==> src/design/iwdec_regs.svh <==
// Constants for the instruction word decoder: field positions, widths, reset values, timing
`ifndef IWDEC_REGS_SVH
`define IWDEC_REGS_SVH

`define IWDEC_WORD_W 14
`define IWDEC_ADDR_W 7
`define IWDEC_BITSEL_W 3
`define IWDEC_LIT8_W 8
`define IWDEC_LIT11_W 11
`define IWDEC_OPC_W 6
`define IWDEC_GROUP_HI 13
`define IWDEC_GROUP_LO 12
`define IWDEC_BYTEOP_HI 11
`define IWDEC_BYTEOP_LO 8
`define IWDEC_DEST_BIT 7
`define IWDEC_ADDR_HI 6
`define IWDEC_BITOP_HI 11
`define IWDEC_BITOP_LO 10
`define IWDEC_BITSEL_HI 9
`define IWDEC_BITSEL_LO 7
`define IWDEC_JUMP_BIT 11
`define IWDEC_GROUP_BYTE 2'h0
`define IWDEC_GROUP_BIT 2'h1
`define IWDEC_GROUP_BRANCH 2'h2
`define IWDEC_GROUP_LIT 2'h3
`define IWDEC_BYTEOP_MISC 4'h0
`define IWDEC_BYTEOP_DEC_SKIP 4'hB
`define IWDEC_BYTEOP_INC_SKIP 4'hF
`define IWDEC_BITOP_SKIPCLR 2'h2
`define IWDEC_BITOP_SKIPSET 2'h3
`define IWDEC_LITOP_RETLIT_HI 2'h1
`define IWDEC_MISC_RETURN 8'h08
`define IWDEC_MISC_RETURN_IRQ 8'h09
`define IWDEC_PHASES 4
`define IWDEC_PHASE_W 2
`define IWDEC_PHASE_RESET 2'h0
`define IWDEC_PHASE_LAST 2'h3

`endif

==> src/design/iwdec_pkg.sv <==
// Types shared by the instruction word decoder modules
`include "iwdec_regs.svh"
package iwdec_pkg;
	typedef enum logic [1:0] {IWDEC_CLASS_BYTE, IWDEC_CLASS_BIT, IWDEC_CLASS_LIT} iwdec_class_t;
	typedef struct packed {
		iwdec_class_t op_class;
		logic is_branch;
		logic is_call;
		logic is_return;
		logic is_skip_test;
		logic skip_on_set;
		logic dest_file;
		logic [`IWDEC_OPC_W-1:0] opcode;
		logic [`IWDEC_ADDR_W-1:0] file_addr;
		logic [`IWDEC_BITSEL_W-1:0] bit_sel;
		logic [`IWDEC_LIT8_W-1:0] lit8;
		logic [`IWDEC_LIT11_W-1:0] lit11;
	} iwdec_fields_t;
	typedef enum {IWDEC_ST_EXEC, IWDEC_ST_FLUSH} iwdec_state_t;
endpackage : iwdec_pkg

==> src/design/iwdec_field_split.sv <==
// Combinational split of one instruction word into class and operand fields
`timescale 1ns/1ns
`default_nettype none
`include "iwdec_regs.svh"
module iwdec_field_split import iwdec_pkg::*; (
	input wire logic [`IWDEC_WORD_W-1:0] i_word,
	output iwdec_fields_t o_fields
);
	logic [1:0] grp;
	logic [3:0] byteop;
	logic [1:0] bitop;
	always_comb begin
		grp = i_word[`IWDEC_GROUP_HI:`IWDEC_GROUP_LO];
		byteop = i_word[`IWDEC_BYTEOP_HI:`IWDEC_BYTEOP_LO];
		bitop = i_word[`IWDEC_BITOP_HI:`IWDEC_BITOP_LO];
		o_fields = '0;
		o_fields.opcode = i_word[`IWDEC_WORD_W-1:`IWDEC_WORD_W-`IWDEC_OPC_W];
		o_fields.file_addr = i_word[`IWDEC_ADDR_HI:0];
		o_fields.dest_file = i_word[`IWDEC_DEST_BIT];
		o_fields.bit_sel = i_word[`IWDEC_BITSEL_HI:`IWDEC_BITSEL_LO];
		o_fields.lit8 = i_word[`IWDEC_LIT8_W-1:0];
		o_fields.lit11 = i_word[`IWDEC_LIT11_W-1:0];
		// Low bits of don't-care literal opcodes are never examined
		case (grp)
			`IWDEC_GROUP_BYTE: begin
				o_fields.op_class = IWDEC_CLASS_BYTE;
				o_fields.is_skip_test = (byteop == `IWDEC_BYTEOP_DEC_SKIP) || (byteop == `IWDEC_BYTEOP_INC_SKIP);
				o_fields.is_return = (byteop == `IWDEC_BYTEOP_MISC) && !i_word[`IWDEC_DEST_BIT]
					&& ((i_word[`IWDEC_LIT8_W-1:0] == `IWDEC_MISC_RETURN)
					|| (i_word[`IWDEC_LIT8_W-1:0] == `IWDEC_MISC_RETURN_IRQ));
			end
			`IWDEC_GROUP_BIT: begin
				o_fields.op_class = IWDEC_CLASS_BIT;
				o_fields.is_skip_test = (bitop == `IWDEC_BITOP_SKIPCLR) || (bitop == `IWDEC_BITOP_SKIPSET);
				o_fields.skip_on_set = (bitop == `IWDEC_BITOP_SKIPSET);
			end
			`IWDEC_GROUP_BRANCH: begin
				o_fields.op_class = IWDEC_CLASS_LIT;
				o_fields.is_branch = 1'b1;
				o_fields.is_call = !i_word[`IWDEC_JUMP_BIT];
			end
			default: begin
				o_fields.op_class = IWDEC_CLASS_LIT;
				o_fields.is_return = (i_word[`IWDEC_BYTEOP_HI:`IWDEC_BITOP_LO] == `IWDEC_LITOP_RETLIT_HI);
			end
		endcase
	end
endmodule : iwdec_field_split
`default_nettype wire

==> src/design/iwdec_core.sv <==
// Instruction word decoder: field split, phase sequencing and two-cycle flush control
`timescale 1ns/1ns
`default_nettype none
`include "iwdec_regs.svh"
// Behaviour
// - Each instruction arrives as one 14-bit word of opcode plus operand fields.
// - Every word is classed as byte-oriented, bit-oriented or literal and control.
// - Byte-oriented words yield a file register address and a destination select.
// - Destination zero sends the result to the working register, one to the file register.
// - The file register address is seven bits wide, covering 0x00 to 0x7F.
// - Bit-oriented words yield a three-bit bit selector and a file register address.
// - Literal and control words yield an eight-bit data literal or an eleven-bit target.
// - Don't-care positions are ignored so either value decodes the same.
// - An instruction takes one instruction cycle unless a skip is taken or the counter jumps.
// - A taken skip or a jump takes two cycles, the second behaving as a no-operation.
// - One instruction cycle spans four core clock periods.
// - Byte words have 00 on top, a four-bit operation, the destination bit and the address.
// - Bit words have 01 on top, a two-bit operation, the bit selector and the address.
// - Words with 10 on top are call or jump, the next bit picks jump, eleven bits of target.
module iwdec_core import iwdec_pkg::*; (
	input wire logic i_clock,
	input wire logic i_rstn,
	input wire logic [`IWDEC_WORD_W-1:0] i_instr_word,
	input wire logic i_test_true,
	output logic [`IWDEC_PHASE_W-1:0] o_phase,
	output logic o_cycle_start,
	output iwdec_fields_t o_fields,
	output logic o_flush,
	output logic o_pc_change
);
	typedef struct packed {
		logic [`IWDEC_PHASE_W-1:0] phase;
		iwdec_state_t st;
		iwdec_fields_t fields;
		logic flush;
		logic pc_change;
		logic cycle_start;
	} iwdec_state_bundle_t;

	iwdec_state_bundle_t state_r;
	iwdec_state_bundle_t state_nxt;
	iwdec_fields_t split_fields;

	iwdec_field_split u_split (
		.i_word(i_instr_word),
		.o_fields(split_fields)
	);

	function automatic logic last_phase(input logic [`IWDEC_PHASE_W-1:0] ph);
		last_phase = (ph == `IWDEC_PHASE_LAST);
	endfunction : last_phase

	// Skip outcome is judged in the last phase, when the datapath has its test result
	logic needs_second;
	always_comb begin
		needs_second = state_r.fields.is_branch || state_r.fields.is_return
			|| (state_r.fields.is_skip_test && i_test_true);
	end

	always_comb begin
		state_nxt = state_r;
		// Phase wraps from three back to zero on its own, so the sum is cut to the phase width
		state_nxt.phase = 2'(state_r.phase + 2'h1);
		state_nxt.cycle_start = last_phase(state_r.phase);
		if (last_phase(state_r.phase)) begin
			state_nxt.fields = split_fields;
			case (state_r.st)
				IWDEC_ST_EXEC: begin
					if (needs_second && !state_r.flush) begin
						state_nxt.st = IWDEC_ST_FLUSH;
						state_nxt.flush = 1'b1;
						state_nxt.pc_change = state_r.fields.is_branch || state_r.fields.is_return;
					end else begin
						state_nxt.flush = 1'b0;
						state_nxt.pc_change = 1'b0;
					end
				end
				IWDEC_ST_FLUSH: begin
					// A flushed word never triggers its own second cycle
					state_nxt.st = IWDEC_ST_EXEC;
					state_nxt.flush = 1'b0;
					state_nxt.pc_change = 1'b0;
				end
				default: begin
					state_nxt.st = IWDEC_ST_EXEC;
					state_nxt.flush = 1'b0;
					state_nxt.pc_change = 1'b0;
				end
			endcase
		end
	end

	always_ff @(posedge i_clock or negedge i_rstn) begin
		if (!i_rstn) begin
			state_r <= '{phase: `IWDEC_PHASE_RESET, st: IWDEC_ST_EXEC, fields: '0,
				flush: 1'b0, pc_change: 1'b0, cycle_start: 1'b0};
		end else begin
			state_r <= state_nxt;
		end
	end

	assign o_phase = state_r.phase;
	assign o_cycle_start = state_r.cycle_start;
	assign o_fields = state_r.fields;
	assign o_flush = state_r.flush;
	assign o_pc_change = state_r.pc_change;

	property p_phase_wraps;
		@(posedge i_clock) disable iff (!i_rstn)
		last_phase(o_phase) |=> o_phase == `IWDEC_PHASE_RESET && o_cycle_start;
	endproperty
	a_phase_wraps: assert property (p_phase_wraps) else $error("phase did not wrap after four clocks");

	property p_cycle_period;
		@(posedge i_clock) disable iff (!i_rstn)
		o_cycle_start |=> !o_cycle_start [*3] ##1 o_cycle_start;
	endproperty
	a_cycle_period: assert property (p_cycle_period) else $error("instruction cycle not four clocks");

	property p_flush_after_branch;
		@(posedge i_clock) disable iff (!i_rstn)
		last_phase(o_phase) && o_fields.is_branch && !o_flush |=> o_flush && o_pc_change;
	endproperty
	a_flush_after_branch: assert property (p_flush_after_branch) else $error("branch did not flush");

	property p_flush_after_skip;
		@(posedge i_clock) disable iff (!i_rstn)
		last_phase(o_phase) && o_fields.is_skip_test && i_test_true && !o_flush |=> o_flush && !o_pc_change;
	endproperty
	a_flush_after_skip: assert property (p_flush_after_skip) else $error("taken skip did not flush");

	property p_single_cycle;
		@(posedge i_clock) disable iff (!i_rstn)
		last_phase(o_phase) && !needs_second |=> !o_flush;
	endproperty
	a_single_cycle: assert property (p_single_cycle) else $error("plain instruction flushed");

	property p_flush_one_cycle;
		@(posedge i_clock) disable iff (!i_rstn)
		$rose(o_flush) |-> o_flush [*4] ##1 !o_flush;
	endproperty
	a_flush_one_cycle: assert property (p_flush_one_cycle) else $error("flush not exactly one cycle");

	property p_flush_state;
		@(posedge i_clock) disable iff (!i_rstn)
		o_flush == (state_r.st == IWDEC_ST_FLUSH);
	endproperty
	a_flush_state: assert property (p_flush_state) else $error("flush flag and state disagree");

	property p_fields_loaded;
		@(posedge i_clock) disable iff (!i_rstn)
		last_phase(o_phase) |=> o_fields.file_addr == $past(i_instr_word[`IWDEC_ADDR_HI:0])
			&& o_fields.lit11 == $past(i_instr_word[`IWDEC_LIT11_W-1:0]);
	endproperty
	a_fields_loaded: assert property (p_fields_loaded) else $error("operand fields not loaded");

	property p_class_map;
		@(posedge i_clock) disable iff (!i_rstn)
		last_phase(o_phase) && i_instr_word[`IWDEC_GROUP_HI:`IWDEC_GROUP_LO] == `IWDEC_GROUP_BIT
			|=> o_fields.op_class == IWDEC_CLASS_BIT;
	endproperty
	a_class_map: assert property (p_class_map) else $error("bit word misclassified");

	property p_reset_clear;
		@(posedge i_clock) $rose(i_rstn) |-> !o_flush [*4];
	endproperty
	a_reset_clear: assert property (p_reset_clear) else $error("flush pending after reset");

	// Operands stand for the whole instruction cycle so the datapath may sample them in any phase
	property p_fields_stand;
		@(posedge i_clock) disable iff (!i_rstn)
		!last_phase(o_phase) |=> $stable(o_fields) && $stable(o_flush) && $stable(o_pc_change);
	endproperty
	a_fields_stand: assert property (p_fields_stand) else $error("decoded outputs changed inside a cycle");

	property p_pc_with_flush;
		@(posedge i_clock) disable iff (!i_rstn)
		o_pc_change |-> o_flush;
	endproperty
	a_pc_with_flush: assert property (p_pc_with_flush) else $error("counter change without flush");

	property p_dest_bit;
		@(posedge i_clock) disable iff (!i_rstn)
		last_phase(o_phase) |=> o_fields.dest_file == $past(i_instr_word[`IWDEC_DEST_BIT]);
	endproperty
	a_dest_bit: assert property (p_dest_bit) else $error("destination select not loaded");

	property p_bit_sel;
		@(posedge i_clock) disable iff (!i_rstn)
		last_phase(o_phase) |=> o_fields.bit_sel == $past(i_instr_word[`IWDEC_BITSEL_HI:`IWDEC_BITSEL_LO]);
	endproperty
	a_bit_sel: assert property (p_bit_sel) else $error("bit selector not loaded");

	property p_lit8;
		@(posedge i_clock) disable iff (!i_rstn)
		last_phase(o_phase) |=> o_fields.lit8 == $past(i_instr_word[`IWDEC_LIT8_W-1:0]);
	endproperty
	a_lit8: assert property (p_lit8) else $error("data literal not loaded");

	property p_byte_class;
		@(posedge i_clock) disable iff (!i_rstn)
		last_phase(o_phase) && i_instr_word[`IWDEC_GROUP_HI:`IWDEC_GROUP_LO] == `IWDEC_GROUP_BYTE
			|=> o_fields.op_class == IWDEC_CLASS_BYTE && !o_fields.is_branch;
	endproperty
	a_byte_class: assert property (p_byte_class) else $error("byte word misclassified");

	property p_branch_class;
		@(posedge i_clock) disable iff (!i_rstn)
		last_phase(o_phase) && i_instr_word[`IWDEC_GROUP_HI:`IWDEC_GROUP_LO] == `IWDEC_GROUP_BRANCH
			|=> o_fields.op_class == IWDEC_CLASS_LIT && o_fields.is_branch
			&& o_fields.is_call == !$past(i_instr_word[`IWDEC_JUMP_BIT]);
	endproperty
	a_branch_class: assert property (p_branch_class) else $error("call or jump misdecoded");

	// A word shown in a flushed cycle never ran, so it may not start a second cycle of its own
	property p_no_self_flush;
		@(posedge i_clock) disable iff (!i_rstn)
		last_phase(o_phase) && o_flush |=> !o_flush;
	endproperty
	a_no_self_flush: assert property (p_no_self_flush) else $error("flushed word started a flush");

	c_branch: cover property (@(posedge i_clock) disable iff (!i_rstn) o_pc_change);
	c_skip: cover property (@(posedge i_clock) disable iff (!i_rstn) o_flush && !o_pc_change);
	c_call: cover property (@(posedge i_clock) disable iff (!i_rstn) o_fields.is_call && o_cycle_start);
	c_return: cover property (@(posedge i_clock) disable iff (!i_rstn) o_fields.is_return && o_cycle_start);
	c_refused: cover property (@(posedge i_clock) disable iff (!i_rstn)
		last_phase(o_phase) && o_flush && o_fields.is_skip_test && i_test_true);
endmodule : iwdec_core
`default_nettype wire

==> config.mk <==
export PLATFORM = sky130hd
export DESIGN_NAME = iwdec_core
export DESIGN_NICKNAME = d
export VERILOG_FILES = /design/src/design/iwdec_pkg.sv /design/src/design/iwdec_field_split.sv /design/src/design/iwdec_core.sv
export VERILOG_INCLUDE_DIRS = /design/src /design/src/design
export SDC_FILE = /design/constraint.sdc
export NUM_CORES = 1
export LEC_CHECK = 0
export BUFFER_PORTS_ARGS = -buffer_cell sky130_fd_sc_hd__buf_2
export CORE_MARGIN = 4
export CORE_UTILIZATION = 30
export DETAILED_ROUTE_END_ITERATION = 8
export SYNTH_ARGS = -nofsm -noshare
export SYNTH_HDL_FRONTEND = slang
export SYNTH_SLANG_ARGS = --single-unit
==> constraint.sdc <==
create_clock -name i_clock -period 1.45 [get_ports i_clock]
set_input_delay 0.29 -clock i_clock [delete_from_list [all_inputs] [get_ports i_clock]]
set_output_delay 0.29 -clock i_clock [all_outputs]
set_load 0.005 [all_outputs]
==> flow_summary.toml <==
[yosys]
syn_inst = 128
ys.flop_type = "dfrtp_1"
syn_area_per_cell_um2 = 11.4
synth_seq_area_share_pct = 46.4
yosysUniqueCellTypes = 25
synth_area_leaders = "dfrtp_1, buf_4, mux2_2, inv_1, o21ai_0"
synth_area_leader_cell = "dfrtp_1"
ys_seq_elements = 27
yosysTopAreaCellShare_pct = 46.4
synth_edf_count = 0
synthTopCellsByCount = "buf_4, dfrtp_1, mux2_2"
synth_warnings = 0
synthMostInstantiatedCell = "buf_4"
ys_async_sr_fraction_pct = 100
synth_nets = 146
syn_area_um2 = 1460

[placed_design]
gp_congestion = 0.710
place_inst = 215
dp_hpwl_mm = 2.10
portBuffers = 64

[setup_path]
cp.arrival_ns = 1.45
crit_fanout = 9
worstPathRequired_ns = 1.61
cp-start-kind = "register"
crit_type = "register to register"
cp-end-kind = "register"

[route]
antenna_left = 0
num_vias = 875
wl_mm = 2.57
via_per_inst = 4.00
drt-initial-drc-count = 62
dr.pass1.iters = 4
drc = 0
wl_per_cell_um = 11.7

[timing]
drv_slew = 0
setup_tns_ns = 0
finalSetupViolCount = 0
hold_viol_final = 0
period_needed_ns = 1.29
fin_skew_ns = 0.00424
fin_crit_sh_pct = 88.9
fmax_mhz = 776
worst_pin_slew_ns = 0.592
rsz0062_at_grt = "false"
slew-limit-headroom_pct = 60.6
hold_ws_ns = 0.0154

[layout]
nets = 171
area_growth_pct = 6.95
antenna_cells = 0
stdcell_count = 219
drive_gt1_share_pct = 58.6

[grt]
antenna_found_initial = 0
grt_usage_pct = 8.69
grt_remaining_overflow = 0
grt_pass1_vias = 799
grt_pass1_wl_mm = 4.06
grt_max_degree = 28

[floorplanning]
dieArea_um2 = 6040
ios = 65
die_h_um = 77.7
row_count = 25
die_w_um = 77.7
start_util_pct = 30.9
core_um2 = 4720

[hold_path]
hold_class = "primary input to async pin"

[cts]
cts_hold_buf = 0
cts.sinks = 27
cts.clk_slew.worst_paths_ns = 0.09
cts_tree = "yes"
h-tree-depth = 1
insertion_delay_ns = 0.27
cts_buffer_depth = 2
numCtsBuffers = 3
root_buffer = "clkbuf_8"

[flow_run]
cap_violations = 0

[power_and_ir_drop]
irDropWorstVdd_v = 0.000322
p_total_uw = 1400
p_per_area_nw_per_um2 = 899
power.leakage_uw = 0.000794

[outcome]
outcome = "finished clean"
[layer usage]
layer	share of wire (%)	track usage [%]	wire length, µm
met1	46	12.2	1170
met2	44	12.4	1130
met3	10	2.78	265
met4	0	3.20	0
met5	0	0	0
[worst paths after layout]
check	start	end	slack (ns)	cells past startpoint
worst max-delay path	o_phase[0]$_DFF_PN0_	o_fields[25]$_DFFE_PN0P_	0.16	3
worst min register to register	o_phase[0]$_DFF_PN0_	o_phase[0]$_DFF_PN0_	0.46	1
worst min-delay path	i_rstn	o_fields[33]$_DFFE_PN0P_	0.02	1
worst max register to register	o_phase[0]$_DFF_PN0_	o_fields[25]$_DFFE_PN0P_	0.16	3
max in group asynchronous	i_rstn	o_fields[40]$_DFFE_PN0P_	1.05	1
min in group i_clock	i_instr_word[0]	o_fields[22]$_DFFE_PN0P_	0.26	2
[power breakdown]
group / leakage, µW / switching, µW / internal [µW] / total, µW
clock: 0.0000228 / 225 / 197 / 422
sequential: 0.000332 / 27.9 / 790 / 818
combinational: 0.000439 / 78.4 / 84.5 / 163
[area by class of cell]
| type | instances | area, µm² |
|---|---|---|
| fillers | 477 | 3160 |
| inverters | 9 | 33.8 |
| clock buffers | 4 | 45.0 |
| multi-input cells | 44 | 370 |
| well taps | 67 | 83.8 |
| flip-flops and latches | 27 | 676 |
| repair buffers | 68 | 350 |
[registers in the layout, summed over array words and instances, names as in the netlist]
register / count
o_cycle_start: 1
o_fields: 21
o_flush: 1
o_pc_change: 1
o_phase: 2
state_r: 1
[layout by cell type (no fill, tap or decap)]
master	netlist	layout
buf_2	0	64
nand2b_1	2	2
buf_4	45	4
nand3b_1	2	2
nor4_1	1	1
and4b_1	1	1
clkbuf_8	0	3
nand2_4	1	1
nor2_1	1	1
nor3b_2	1	1
dfrtp_1	27	27
a21oi_1	1	1
o21ai_0	6	6
inv_1	9	9
ha_2	0	1
nand2_1	2	2
mux2i_1	1	1
nor2b_1	1	1
o21ai_1	1	1
nor4b_1	2	2
nand3_1	3	3
mux2_2	13	13
clkbuf_1	0	1
o22ai_2	1	1
o32ai_2	1	1
nand4_1	2	2
[logic make-up (layout without fill, tap and decap cells)]
family                     count (synthesis)  count (layout)  share of synthesized area [%]
adders and majority gates                  1               1                          0.858
and+or+nand+nor                           19              19                           8.93
AOI/OAI and AO/OA                         10              10                           4.72
muxes                                     14              14                           10.7
DFF                                       27              27                           46.4
buffers and inverters                     57              81                           28.4
[worst max-delay path, stage by stage, from the launching register on]
cell	delay (ns)
dfrtp_1	0.38
ha_2	0.27
buf_4	0.19
mux2_2	0.34
[stage by stage]
step | util [%] | cell area, µm² | setup WS (ns)
after floorplan | - | 1460 | 0.272
after global placement | 32.0 | 1510 | 0.110
after detailed placement | 32.0 | 1510 | 0.0908
after CTS | 33.0 | 1560 | 0.0821
after global routing | 33.0 | 1560 | 0.0827
final | 33.0 | 1560 | 0.162
[what timing repair did]
item,in CTS,in global routing
resized for setup,0,1
endpoints found under the setup margin,0,3
buffers inserted,0,0
(Power assumes the default switching activity.)
